[src/design/aass_pkg.sv]
package aass_pkg;
  localparam int ACC_W = 72;
  localparam int OPND_W = 36;
  localparam int HALF_W = 36;
  localparam int ADDR_W = 8;
  localparam int DATA_W = 32;

  // Register byte offsets
  localparam logic [ADDR_W-1:0] OFF_CMD = 8'h00;
  localparam logic [ADDR_W-1:0] OFF_STATUS = 8'h04;
  localparam logic [ADDR_W-1:0] OFF_ACC0 = 8'h08;
  localparam logic [ADDR_W-1:0] OFF_ACC1 = 8'h0C;
  localparam logic [ADDR_W-1:0] OFF_ACC2 = 8'h10;
  localparam logic [ADDR_W-1:0] OFF_OPND0 = 8'h14;
  localparam logic [ADDR_W-1:0] OFF_OPND1 = 8'h18;
  localparam logic [ADDR_W-1:0] OFF_INT_STAT = 8'h1C;
  localparam logic [ADDR_W-1:0] OFF_INT_EN = 8'h20;
  localparam logic [ADDR_W-1:0] OFF_INT_CLR = 8'h24;

  // Status fields
  localparam int ST_BUSY = 0;
  localparam int ST_AZERO = 1;
  localparam int ST_EXT = 2;
  // Interrupt fields
  localparam int IRQ_DONE = 0;
  localparam int IRQ_AZERO = 1;
  localparam int IRQ_W = 2;

  localparam logic [IRQ_W-1:0] INT_EN_RST = 2'h0;
  localparam logic [ACC_W-1:0] ACC_RST = 72'h0;
  localparam logic [OPND_W-1:0] OPND_RST = 36'h0;

  localparam logic [1:0] HTRANS_NONSEQ = 2'h2;
  localparam logic [1:0] HTRANS_SEQ = 2'h3;

  // Controlled clock pulse: one enable every CCP_DIV cycles
  localparam int CCP_DIV = 4;

  typedef enum logic [2:0] {
    CMD_NONE = 3'h0,
    CMD_ADD = 3'h1,
    CMD_SUB = 3'h2,
    CMD_SPLIT_ADD = 3'h3,
    CMD_SPLIT_SUB = 3'h4,
    CMD_SUB_ONE = 3'h5
  } aass_cmd_t;

  typedef enum logic [2:0] {
    WR_ACC0 = 3'h0,
    WR_ACC1 = 3'h1,
    WR_ACC2 = 3'h2,
    WR_OPND0 = 3'h3,
    WR_OPND1 = 3'h4
  } aass_wsel_t;
endpackage

[src/design/aass_dp_if.sv]
`timescale 1ns/1ps
interface aass_dp_if;
  import aass_pkg::*;
  logic cpl_x;
  logic xfer;
  logic al_in;
  logic probe;
  logic forced_end_borrow;
  logic wr;
  aass_wsel_t wsel;
  logic [DATA_W-1:0] wdata;
  logic [ACC_W-1:0] acc;
  logic [OPND_W-1:0] opnd;
  logic set_zero;

  modport seq (output cpl_x, xfer, al_in, probe, forced_end_borrow, wr, wsel, wdata,
    input acc, opnd, set_zero);
  modport dp (input cpl_x, xfer, al_in, probe, forced_end_borrow, wr, wsel, wdata,
    output acc, opnd, set_zero);
endinterface

[src/design/aass_datapath.sv]
`timescale 1ns/1ps
module aass_datapath
  import aass_pkg::*;
(
  input wire logic hclk,
  input wire logic hresetn,
  aass_dp_if.dp dpi
);
  import aass_pkg::*;

  logic [ACC_W-1:0] acc_q, acc_d;
  logic [OPND_W-1:0] opnd_q, opnd_d;
  logic [ACC_W-1:0] sub_q, sub_d;
  logic zero_q, zero_d;

  // Ones' complement difference with end-around borrow
  function automatic logic [ACC_W:0] eas(input logic [ACC_W-1:0] m, input logic [ACC_W-1:0] s);
    logic [ACC_W:0] r;
    r = {1'b0, m} - {1'b0, s};
    if (r[ACC_W]) begin
      r[ACC_W-1:0] = r[ACC_W-1:0] - 72'h1; // RL19
    end
    return r;
  endfunction

  always_comb begin
    logic [ACC_W:0] r;
    logic [ACC_W-1:0] s;
    acc_d = acc_q;
    opnd_d = opnd_q;
    sub_d = sub_q;
    zero_d = 1'b0;
    r = '0;
    s = '0;
    if (dpi.wr) begin
      unique case (dpi.wsel)
        WR_ACC0: acc_d[31:0] = dpi.wdata;
        WR_ACC1: acc_d[63:32] = dpi.wdata;
        WR_ACC2: acc_d[71:64] = dpi.wdata[7:0];
        WR_OPND0: opnd_d[31:0] = dpi.wdata;
        WR_OPND1: opnd_d[35:32] = dpi.wdata[3:0];
      endcase
    end
    if (dpi.cpl_x) begin
      opnd_d = ~opnd_q; // RL6 RL11
    end
    if (dpi.xfer) begin
      // Toggle lower stages where operand holds zero; upper input toggles all RL4
      s = {(dpi.al_in ? {HALF_W{1'b1}} : {HALF_W{1'b0}}), ~opnd_q};
      sub_d = s;
      acc_d = acc_q ^ s;
    end
    if (dpi.probe) begin
      // Borrow resolution completes the partial sum RL4
      r = eas(acc_q ^ sub_q, sub_q);
      acc_d = r[ACC_W-1:0];
    end
    if (dpi.forced_end_borrow) begin
      r = {1'b0, acc_q} - 73'h1; // RL16
      acc_d = r[ACC_W-1:0];
      if (r[ACC_W]) begin
        acc_d = r[ACC_W-1:0] - 72'h1;
        zero_d = 1'b1; // RL18
      end
    end
  end

  always_ff @(posedge hclk or negedge hresetn) begin
    if (!hresetn) begin
      acc_q <= ACC_RST;
      opnd_q <= OPND_RST;
      sub_q <= ACC_RST;
      zero_q <= 1'b0;
    end else begin
      acc_q <= acc_d;
      opnd_q <= opnd_d;
      sub_q <= sub_d;
      zero_q <= zero_d;
    end
  end

  assign dpi.acc = acc_q;
  assign dpi.opnd = opnd_q;
  assign dpi.set_zero = zero_q;
endmodule

[src/design/aass_top.sv]
// How it works
// RL1 - Set probe flop fires once, then clears
// RL2 - Start halts distributor; done pulse resumes it
// RL3 - Add: transfer, lower probe, then B probe
// RL4 - Transfer toggles zero stages; probe resolves borrows
// RL5 - Full subtract leaves difference, complemented operand
// RL6 - Subtract sets delayed add, complements operand
// RL7 - Delayed add drives transfer; upper when positive
// RL8 - B probe ends when extend flop clear
// RL9 - Split add treats operand positive, unchanged
// RL10 - Split add always issues upper input, probe
// RL11 - Split subtract flop, complement, transfer, probes
// RL12 - Split subtract never issues upper half
// RL13 - Split subtract leaves difference, complemented operand
// RL14 - Subtract-one decrements accumulator, operand untouched
// RL15 - Subtract-one sets decrement, extend, B flops
// RL16 - B probe forces end borrow into stage 0
// RL17 - C then D probe; D clears, signals done
// RL18 - Borrow out of top sets zero flag
// RL19 - Ones' complement with end-around borrow
//
// Our own choices: the register offsets and the AHB-Lite interface to the registers.
`timescale 1ns/1ps
module aass_top
  import aass_pkg::*;
#(
  parameter int CCP_DIVIDE = CCP_DIV
) (
  input wire logic hclk,
  input wire logic hresetn,
  input wire logic hsel,
  input wire logic [ADDR_W-1:0] haddr,
  input wire logic [1:0] htrans,
  input wire logic hwrite,
  input wire logic [2:0] hsize,
  input wire logic [DATA_W-1:0] hwdata,
  input wire logic hready,
  output logic hreadyout,
  output logic hresp,
  output logic [DATA_W-1:0] hrdata,
  output logic sequence_done_pulse,
  output logic busy,
  output logic irq
);
  import aass_pkg::*;

  aass_dp_if dpi ();

  aass_datapath u_dp (
    .hclk(hclk),
    .hresetn(hresetn),
    .dpi(dpi)
  );

  // Controlled clock pulse divider
  logic [7:0] div_q, div_d;
  logic ccp;

  always_comb begin
    ccp = (div_q == 8'(CCP_DIVIDE - 1));
    div_d = ccp ? 8'h0 : div_q + 8'h1;
  end

  always_ff @(posedge hclk or negedge hresetn) begin
    if (!hresetn) begin
      div_q <= 8'h0;
    end else begin
      div_q <= div_d;
    end
  end

  // AHB-Lite slave, zero wait states
  logic ap_wr_q, ap_wr_d;
  logic [ADDR_W-1:0] ap_addr_q, ap_addr_d;
  logic [DATA_W-1:0] rdata_q, rdata_d;
  logic ap_valid;

  // Sequencer probe flops
  logic xfer_q, xfer_d;
  logic dadd_q, dadd_d;
  logic ssub_q, ssub_d;
  logic arp_q, arp_d;
  logic b_q, b_d;
  logic c_q, c_d;
  logic d_q, d_d;
  logic ext_q, ext_d;
  logic idec_q, idec_d;
  logic alc_q, alc_d;
  logic done_q, done_d;
  logic azero_q, azero_d;
  logic [IRQ_W-1:0] ist_q, ist_d;
  logic [IRQ_W-1:0] ien_q, ien_d;

  logic wr_hit;
  logic cmd_wr;
  aass_cmd_t cmd;

  function automatic logic [DATA_W-1:0] read_mux(input logic [ADDR_W-1:0] a);
    logic [DATA_W-1:0] v;
    v = 32'h0;
    unique case (a)
      OFF_STATUS: begin
        v[ST_BUSY] = busy;
        v[ST_AZERO] = azero_q;
        v[ST_EXT] = ext_q;
      end
      OFF_ACC0: v = dpi.acc[31:0];
      OFF_ACC1: v = dpi.acc[63:32];
      OFF_ACC2: v[7:0] = dpi.acc[71:64];
      OFF_OPND0: v = dpi.opnd[31:0];
      OFF_OPND1: v[3:0] = dpi.opnd[35:32];
      OFF_INT_STAT: v[IRQ_W-1:0] = ist_q;
      OFF_INT_EN: v[IRQ_W-1:0] = ien_q;
      default: v = 32'h0;
    endcase
    return v;
  endfunction

  always_comb begin
    ap_valid = hsel && hready && (htrans == HTRANS_NONSEQ || htrans == HTRANS_SEQ);
    ap_wr_d = ap_valid && hwrite;
    ap_addr_d = ap_valid ? haddr : ap_addr_q;
    rdata_d = (ap_valid && !hwrite) ? read_mux(haddr) : 32'h0;
  end

  always_ff @(posedge hclk or negedge hresetn) begin
    if (!hresetn) begin
      ap_wr_q <= 1'b0;
      ap_addr_q <= 8'h0;
      rdata_q <= 32'h0;
    end else begin
      ap_wr_q <= ap_wr_d;
      ap_addr_q <= ap_addr_d;
      rdata_q <= rdata_d;
    end
  end

  assign hreadyout = 1'b1;
  assign hresp = 1'b0;
  assign hrdata = rdata_q;
  assign busy = xfer_q | dadd_q | ssub_q | arp_q | b_q | c_q | d_q | idec_q | ext_q;

  // Data writes only while idle, so a sequence never sees its operands move
  always_comb begin
    wr_hit = ap_wr_q && !busy;
    cmd_wr = wr_hit && (ap_addr_q == OFF_CMD);
    cmd = aass_cmd_t'(hwdata[2:0]);
    dpi.wr = 1'b0;
    dpi.wsel = WR_ACC0;
    dpi.wdata = hwdata;
    unique case (ap_addr_q)
      OFF_ACC0: begin
        dpi.wr = wr_hit;
        dpi.wsel = WR_ACC0;
      end
      OFF_ACC1: begin
        dpi.wr = wr_hit;
        dpi.wsel = WR_ACC1;
      end
      OFF_ACC2: begin
        dpi.wr = wr_hit;
        dpi.wsel = WR_ACC2;
      end
      OFF_OPND0: begin
        dpi.wr = wr_hit;
        dpi.wsel = WR_OPND0;
      end
      OFF_OPND1: begin
        dpi.wr = wr_hit;
        dpi.wsel = WR_OPND1;
      end
      default: dpi.wr = 1'b0;
    endcase
  end

  // Sequencer
  always_comb begin
    xfer_d = xfer_q;
    dadd_d = dadd_q;
    ssub_d = ssub_q;
    arp_d = arp_q;
    b_d = b_q;
    c_d = c_q;
    d_d = d_q;
    ext_d = ext_q;
    idec_d = idec_q;
    alc_d = alc_q;
    done_d = 1'b0;
    dpi.cpl_x = 1'b0;
    dpi.xfer = 1'b0;
    dpi.al_in = 1'b0;
    dpi.probe = 1'b0;
    dpi.forced_end_borrow = 1'b0;
    if (cmd_wr) begin // RL2
      unique case (cmd)
        CMD_ADD: begin
          xfer_d = 1'b1; // RL3
          alc_d = 1'b0;
        end
        CMD_SUB: begin
          dadd_d = 1'b1; // RL6
          dpi.cpl_x = 1'b1; // RL5
          alc_d = 1'b0;
        end
        CMD_SPLIT_ADD: begin
          xfer_d = 1'b1;
          alc_d = 1'b1; // RL10
        end
        CMD_SPLIT_SUB: begin
          ssub_d = 1'b1; // RL11
          dpi.cpl_x = 1'b1; // RL13
          alc_d = 1'b0;
        end
        CMD_SUB_ONE: begin
          idec_d = 1'b1; // RL14 RL15
          ext_d = 1'b1;
          b_d = 1'b1;
        end
        default: alc_d = alc_q;
      endcase
    end else if (ccp) begin
      // One probe per controlled pulse, highest step first RL1
      if (xfer_q || dadd_q || ssub_q) begin
        dpi.xfer = 1'b1; // RL7
        // Upper half follows sign, forced for split add, never for split subtract
        dpi.al_in = !ssub_q && (alc_q || !dpi.opnd[OPND_W-1]); // RL9 RL12
        xfer_d = 1'b0;
        dadd_d = 1'b0;
        ssub_d = 1'b0;
        arp_d = 1'b1;
      end else if (arp_q) begin
        dpi.probe = 1'b1; // RL4
        arp_d = 1'b0;
        b_d = 1'b1;
      end else if (b_q) begin
        b_d = 1'b0;
        dpi.forced_end_borrow = idec_q; // RL16
        c_d = idec_q;
        done_d = !ext_q; // RL8
      end else if (c_q) begin
        c_d = 1'b0; // RL17
        d_d = 1'b1;
      end else if (d_q) begin
        d_d = 1'b0;
        idec_d = 1'b0;
        ext_d = 1'b0;
        done_d = 1'b1; // RL17
      end
    end
  end

  // Zero flag: cleared by a new subtract-one, set wins over clear
  always_comb begin
    azero_d = azero_q;
    if (cmd_wr && cmd == CMD_SUB_ONE) begin
      azero_d = 1'b0;
    end
    if (dpi.set_zero) begin
      azero_d = 1'b1; // RL18
    end
  end

  // Interrupt status: sticky, write-one-to-clear, set wins
  always_comb begin
    ien_d = ien_q;
    ist_d = ist_q;
    if (ap_wr_q && ap_addr_q == OFF_INT_EN) begin
      ien_d = hwdata[IRQ_W-1:0];
    end
    if (ap_wr_q && ap_addr_q == OFF_INT_CLR) begin
      ist_d = ist_q & ~hwdata[IRQ_W-1:0];
    end
    if (done_q) begin
      ist_d[IRQ_DONE] = 1'b1;
    end
    if (dpi.set_zero) begin
      ist_d[IRQ_AZERO] = 1'b1;
    end
  end

  always_ff @(posedge hclk or negedge hresetn) begin
    if (!hresetn) begin
      xfer_q <= 1'b0;
      dadd_q <= 1'b0;
      ssub_q <= 1'b0;
      arp_q <= 1'b0;
      b_q <= 1'b0;
      c_q <= 1'b0;
      d_q <= 1'b0;
      ext_q <= 1'b0;
      idec_q <= 1'b0;
      alc_q <= 1'b0;
      done_q <= 1'b0;
      azero_q <= 1'b0;
      ist_q <= 2'h0;
      ien_q <= INT_EN_RST;
    end else begin
      xfer_q <= xfer_d;
      dadd_q <= dadd_d;
      ssub_q <= ssub_d;
      arp_q <= arp_d;
      b_q <= b_d;
      c_q <= c_d;
      d_q <= d_d;
      ext_q <= ext_d;
      idec_q <= idec_d;
      alc_q <= alc_d;
      done_q <= done_d;
      azero_q <= azero_d;
      ist_q <= ist_d;
      ien_q <= ien_d;
    end
  end

  assign sequence_done_pulse = done_q; // RL2
  assign irq = |(ist_q & ien_q);
endmodule

[config.mk]
export PLATFORM = sky130hd
export DESIGN_NAME = aass_top
export DESIGN_NICKNAME = d
export VERILOG_FILES = /design/src/design/aass_pkg.sv /design/src/design/aass_dp_if.sv /design/src/design/aass_datapath.sv /design/src/design/aass_top.sv
export SDC_FILE = /design/constraint.sdc
export NUM_CORES = 1
export LEC_CHECK = 0
export BUFFER_PORTS_ARGS = -buffer_cell sky130_fd_sc_hd__buf_2
export CAP_MARGIN = 20
export CELL_PAD_IN_SITES_DETAIL_PLACEMENT = 2
export CELL_PAD_IN_SITES_GLOBAL_PLACEMENT = 2
export CORE_MARGIN = 2
export CORE_UTILIZATION = 34
export CTS_CLUSTER_SIZE = 24
export DETAILED_ROUTE_END_ITERATION = 8
export PLACE_DENSITY = 0.85
export SKIP_CTS_REPAIR_TIMING = 1
export SLEW_MARGIN = 5
export SYNTH_ARGS = -nofsm -noshare
export SYNTH_HDL_FRONTEND = slang
export SYNTH_SLANG_ARGS = --single-unit
[constraint.sdc]
create_clock -name hclk -period 6.4 [get_ports hclk]
set_input_delay 0.96 -clock hclk [delete_from_list [all_inputs] [get_ports hclk]]
set_output_delay 0.96 -clock hclk [all_outputs]
set_load 0.005 [all_outputs]
==> results of run 1 <==
## registers in the layout, indices dropped and copies added (netlist names), 2 cells and up
register and cells:
div_q 8, ien_q 2, ap_addr_q 8, ist_q 2
u_dp.dpi.opnd 36, u_dp.sub_q 37, u_dp.dpi.acc 72, hrdata 32
## area by class of cell
class	instances	area, sq um	area share, %
Inverter	73	274	1.12
Clock inverter	10	149	0.610
Timing Repair Buffer	199	1300	5.33
Tap cell	846	1060	4.33
Multi-Input combinational cell	2453	15600	63.9
Clock buffer	40	764	3.13
Sequential cell	210	5260	21.5
Antenna cell	1	2.50	0.0102
## layer usage
metal  share of wire (%)  vias up
li1                    -    10782
met1                  42    13224
met2                  44     1187
met3                 7.7      331
met4                 6.2        8
met5               0.050        -
## synthesized netlist by cell type (45+ instances only)
cell	number
nor4_1	45
ha_1	74
nand2_1	354
nor2_1	269
inv_1	70
o21ai_0	217
nand3_1	76
dfrtp_1	210
xnor2_1	170
a21oi_1	168
nor3_1	91
xor2_1	105
a22oi_1	45
nor2b_1	61
clkbuf_1	149
o211ai_1	93
## kinds of logic (layout without fill, tap and decap cells)
kind of cell | Yosys count | count (layout) | synth area share [%]
DFF | 210 | 210 | 24.0
other | 2 | 3 | 0.0343
xor gates and xnor gates | 275 | 275 | 11.0
buffers and inverters | 267 | 322 | 4.87
and+or+nand+nor | 1177 | 1177 | 26.7
muxes | 29 | 29 | 1.46
adders and majority gates | 74 | 74 | 4.23
AOI/OAI and AO/OA | 896 | 896 | 27.7
## critical path, delay by kind of cell (launching register included)
family                     cells  cell delay (ps)
DFF                            1              480
AOI/OAI and AO/OA              7             2800
xor gates and xnor gates       2              550
adders and majority gates      1              480
buffers and inverters          1              530
and+or+nand+nor                4             1100
## stage by stage
| stage | total power, mW | setup slack, ps | area [sq um] | util, % |
|---|---|---|---|---|
| finish | 3.17 | 306 | 24400 | 38.6 |
| global route | 3.24 | 80.2 | 24400 | 38.6 |
| CTS | 3.18 | 330 | 24400 | 38.6 |
| detailed placement | 1.53 | 423 | 23500 | 37.1 |
| global placement | 1.52 | 613 | 23500 | 37.1 |
| floorplan | 1.43 | 388 | 21900 | - |
## path summary, 6_finish.rpt
check	from	to	slack, ps
max in group asynchronous	hresetn	u_dp.dpi.acc[45]$_DFFE_PN0P_	4540
worst max register to register	u_dp.sub_q[70]$_DFFE_PN0P_	u_dp.dpi.acc[71]$_DFFE_PN0P_	310
min in group hclk	u_dp.dpi.set_zero$_DFF_PN0_	ist_q[1]$_DFFE_PN0P_	490
worst min register to register	u_dp.dpi.set_zero$_DFF_PN0_	ist_q[1]$_DFFE_PN0P_	490
worst min-delay path	hresetn	u_dp.sub_q[5]$_DFFE_PN0P_	400
worst max-delay path	u_dp.sub_q[70]$_DFFE_PN0P_	u_dp.dpi.acc[71]$_DFFE_PN0P_	310
## power by group
part / switching [mW] / internal [mW] / leakage [nW]
clock network: 0.705 / 0.951 / 0.440
logic: 0.112 / 0.0422 / 5.92
registers: 0.0207 / 1.34 / 2.57
total: 0.837 / 2.33 / 8.93
==> reports/summary.txt, run 1 <==
clock sink count - 210
P&R area growth vs syn - 11.6%
DR DRC count - 0
GRT Max-Usage Layer - met2
register bit count reported by yosys - 210
M3 GR Usage - 5.89%
YS warnings - 0
Max H-tree Level - 1
RSZ-0062 raised after global routing - false
Post-synth ARST share - 100%
Die H - 258 microns
Worst path slowest cell - a211oi_1
f_max - 0.164 GHz
core area - 63300 sq um
max_slew headroom - 16.4%
port bufs - 80
sequential fraction of the synthesis area - 24.0%
vias per cell - 6.66
Post-synth EDFFs - 0
Starting Density - 34.6%
Primary FF master, synth - dfrtp_1
hold slack - 402 ps
Worst-Skew Late Latency - 600 ps
die area - 66400 sq um
Total GRT Usage - 36.9%
Leak - 8.93 nW
clk buf depth - 3
status - finished, final reports clean
post-synthesis cell area - 21900 sq um
initial antenna violation count - 8
CTS root buf - clkbuf_16
drt first pass iters - 6
Cell Rows - 92
hpwl dp - 96100 microns
I/O pin count - 87
fillers - 7439
Critical Path AT - 6540 ps
Worst Skew - 21.1 ps
leading cell types in the layout, fill and taps excluded - nand2_1 (352), nor2_1 (267), o21ai_0 (216), dfrtp_1 (209), xnor2_1 (169)
fin crit period - 6090 ps
Final Slew Violations - 0
initial drt markers - 2357
CP Cell Sequence - inv_2, ha_1, nand3b_1, o21ai_1, a221oi_1, o221a_2, o221ai_1, a211oi_1, o221ai_1, xnor2_1, nand2_1, or3_1, nor4b_1, xnor2_1, o21ai_1
R2R cell count - 15
Synth cell types - 103
Critical Path Source Type - flop
most area-hungry cell type in the Yosys netlist - dfrtp_1
share of cells above drive strength 1 - 11.3%
top area cells in the synthesized netlist - dfrtp_1 (24%), xnor2_1 (6.8%), nand2_1 (6.1%)
Final setup viols - 0
GRT overflow - 0
CTS clock-pin slew for the worst setup and hold paths - 60 ps
Syn Nets - 3054
WL per Instance - 32.7 microns
GR Util met2 - 58.0%
total placed cells including tap cells - 3781
WS Path Type - flop to flop
clock tree from TritonCTS - yes
Total Neg Setup Slack - 0 ps
Synth Instances - 2930
worst hold path class - input port to asynchronous set/reset pin
Die Width - 258 microns
max_cap viols - 0
Final #Nets - 3088
commonest non-fill, non-tap cell in the layout - nand2_1
vias in the first global route - 26.8k
total wire length - 125000 microns
RD Place Congestion - 1.03
Final Cycle Share - 95.2%
Tightest Pin Transition - 1250 ps
crit-path max cell delay - 1040 ps
largest net degree at the start of global routing - 103
critical path fanouts, max - 31
Final Hold Violating Endpoints - 0
post-route insts no fill - 3832
Max VDD drop - 0.198 mV
Mean Syn Cell Area - 7.47 sq um
Critical Path RT - 6850 ps
global-route wire length before repair - 184000 microns
post-route ant nets - 0
top cell type's share of synthesized area - 24.0%
CTS Buf Count - 27
routed vias - 25.5k
Power Density - 130 nW/um^2
met1 Usage GRT - 48.8%
Worst setup EP type - flop
(Power assumes the default switching activity.)
==> run 2, diff against run 1 <==
--- a/config.mk
+++ b/config.mk
@@ -5,14 +5,14 @@
 export SDC_FILE = /design/constraint.sdc
 export NUM_CORES = 1
 export LEC_CHECK = 0
-export BUFFER_PORTS_ARGS = -buffer_cell sky130_fd_sc_hd__buf_2
 export CAP_MARGIN = 20
 export CELL_PAD_IN_SITES_DETAIL_PLACEMENT = 2
 export CELL_PAD_IN_SITES_GLOBAL_PLACEMENT = 2
 export CORE_MARGIN = 2
-export CORE_UTILIZATION = 34
+export CORE_UTILIZATION = 35
 export CTS_CLUSTER_SIZE = 24
 export DETAILED_ROUTE_END_ITERATION = 8
+export DONT_BUFFER_PORTS = 1
 export PLACE_DENSITY = 0.85
 export SKIP_CTS_REPAIR_TIMING = 1
 export SLEW_MARGIN = 5
==> run 2 against run 1 <==
Against the previous run: clock skew increased by 7.5 ps; setup slack worse by 90 ps; final cell count is 2.8% lower; sequential power about the same; core utilization grew 0.30 points; clock power increased by 8%; non-clock buffer count decreased by 93; die area is 2.8% lower; combinational power decreased by 47%; sequential share of layout area grew 0.39 points; count of clock-buffer cells in the layout fell by 6; flip-flop and latch count did not move.
==> reports/summary.txt, run 2 (synthesis gave the netlist of run 1 again) <==
GRT overflow - 0 (unchanged)
Finished Cell Area - 24000 sq um (-1.8%)
initial antenna violation count - 2 (-6)
Critical Path RT - 6870 ps (+20 ps)
RD Place Congestion - 1.03 (+0.22%)
Worst setup EP type - flop
Max VDD drop - 0.237 mV (+19%)
WS Path Type - flop to flop
max FFs per register - 72 (unchanged)
initial drt markers - 2501 (+6.1%)
P&R area growth vs syn - 9.67%
vias per cell - 6.73 (+0.96%)
max_cap viols - 0 (unchanged)
Pint - 2.46 mW (+5.5%)
Antenna diodes - 0 (-1)
I/O pin count - 87 (unchanged)
drt first pass iters - 6 (unchanged)
Starting Density - 35.4% (+0.90 points)
switching share of power - 23.9% (-2.5 points)
Clock power frac - 55.5% (+3.2 points)
Worst path slowest cell - nor4b_1
Final Slew Violations - 0 (unchanged)
Final Hold Violating Endpoints - 0 (unchanged)
CP Cell Sequence - buf_4, buf_4, or3b_2, a21boi_0, and4_1, nor4b_1, o31ai_1, nand3_1, xnor2_1, nand3_1, nand2b_1, or3_1, nor4b_1, xnor2_1, o21ai_1
global-route wire length before repair - 180000 microns (-2.5%)
CP top delay family - simple AND/OR/NAND/NOR gates
critical path fanouts, max - 68 (+120%)
Tightest Pin Transition - 1150 ps (-95.6 ps)
DR top layer - met5
WL per Instance - 32.7 microns (about the same)
switching pwr - 0.773 mW (-7.7%)
DR DRC count - 0 (unchanged)
Total GRT Usage - 37.4% (+0.56 points)
hold slack - 47.8 ps (-355 ps)
commonest non-fill, non-tap cell in the layout - nand2_1
RSZ-0062 raised after global routing - false
Final setup viols - 0 (unchanged)
DR WL met2 - 53800 microns (-2.4%)
Final #Nets - 2995 (-3.0%)
total wire length - 122000 microns (-2.8%)
Power Density - 135 nW/um^2 (+3.8%)
Worst-Skew Late Latency - 610 ps (about the same)
largest net degree at the start of global routing - 211 (+100%)
Max H-tree Level - 1 (unchanged)
Worst Skew - 28.6 ps (+7.49 ps)
port bufs - 0 (-100%)
clock sink count - 210 (unchanged)
worst hold path class - input port to asynchronous set/reset pin
crit path from - u_dp.sub_q[70]$_DFFE_PN0P_
status - finished, final reports clean
core area - 61700 sq um (-2.5%)
share of cells above drive strength 1 - 8.58% (-2.7 points)
CP Buf/Inv Count - 2 (+1)
CTS root buf - clkbuf_16
Area after DPL - 23000 sq um (-2.2%)
CTS Buf Count - 27 (unchanged)
Leak - 8.54 nW (-4.4%)
r2r startpoint - u_dp.sub_q[70]$_DFFE_PN0P_
routed vias - 25.1k (-1.8%)
Flop pwr share - 42.0% (-0.9 points)
hpwl dp - 93200 microns (-3.0%)
fin crit period - 6180 ps (+89.9 ps)
crit-path max cell delay - 630 ps (-410 ps)
Critical Path AT - 6660 ps (+120 ps)
clock tree from TritonCTS - yes
die area - 64500 sq um (-2.8%)
Final Cycle Share - 96.6% (+1.4 points)
Gate power share - 2.5% (-2.4 points)
Critical Path Source Type - flop
max_slew headroom - 22.5% (+6.2 points)
Die H - 254 microns (-1.4%)
Total Neg Setup Slack - 0 ps (unchanged)
Met1 Wirelength - 52200 microns (-1.2%)
leading cell types in the layout, fill and taps excluded - nand2_1 (352), nor2_1 (267), o21ai_0 (216), dfrtp_1 (209), xnor2_1 (170)
fillers - 7181 (-3.5%)
metal3 WL - 9240 microns (-4.4%)
Die Width - 254 microns (-1.4%)
post-route ant nets - 0 (unchanged)
Cell Rows - 91 (-1.1%)
clk buf depth - 3 (unchanged)
CTS clock-pin slew for the worst setup and hold paths - 70 ps (about the same)
vias in the first global route - 26.3k (-1.9%)
f_max - 0.162 GHz (-1.5%)
run 2: cell count changes in the layout (fill, tap and decap cells not counted), moves of 4 or more:
cell,before,now
clkbuf_1,9,4
buf_4,118,101
bufinv_16,3,7
buf_2,80,3
run 2: path summary, 6_finish.rpt:
check	end	slack, ps	cells past startpoint
max in group asynchronous	u_dp.dpi.acc[53]$_DFFE_PN0P_	6050	0
worst max register to register	u_dp.dpi.acc[71]$_DFFE_PN0P_	220	15
min in group hclk	u_dp.dpi.opnd[1]$_DFFE_PN0P_	430	1
worst min-delay path	u_dp.sub_q[2]$_DFFE_PN0P_	50	0
worst max-delay path	u_dp.dpi.acc[71]$_DFFE_PN0P_	220	15
worst min register to register	azero_q$_DFFE_PN0P_	480	1
run 2: metal layers:
metal  vias up  global-route usage (%)
met2      1135                    59.2
met4         2                    16.8
li1      10596                       -
met5         -                       0
met1     13012                    50.1
met3       320                    5.85
run 2: final cells by class:
cell class	count	area [sq um]	share of cell area, %
Inverter	73	277	1.15
Timing Repair Buffer	106	801	3.34
Clock buffer	34	732	3.05
Tap cell	837	1050	4.37
Multi-Input combinational cell	2453	15600	65.1
Clock inverter	13	262	1.09
Sequential cell	210	5260	21.9
run 2: per-stage QoR:
step	total power, mW	util [%]	setup WS [ps]	std cells
3_3_place_gp	1.45	37.2	522	3674
3_5_place_dp	1.46	37.2	338	3676
4_1_cts	3.24	38.8	244	3723
5_1_grt	3.29	38.9	114	3726
2_1_floorplan	1.43	-	388	2930
6_report	3.23	38.9	216	3726
run 2: power by group through the flow:
| stage | combinational [mW] | clock (mW) | sequential (mW) |
|---|---|---|---|
| finish | 0.0819 | 1.79 | 1.36 |
| detailed placement | 0.0768 | 0 | 1.38 |
| CTS | 0.0797 | 1.81 | 1.36 |
| global placement | 0.0722 | 0 | 1.38 |
| floorplan | 0.0604 | 0 | 1.37 |
| global route | 0.0867 | 1.84 | 1.36 |
run 2: worst register-to-register path, stage by stage (launching register included):
cell and delay [ps]:
dfrtp_4 430, buf_4 620, buf_4 620, or3b_2 540, a21boi_0 480, and4_1 310, nor4b_1 640, o31ai_1 320
nand3_1 330, xnor2_1 220, nand3_1 170, nand2b_1 250, or3_1 450, nor4b_1 430, xnor2_1 180, o21ai_1 70
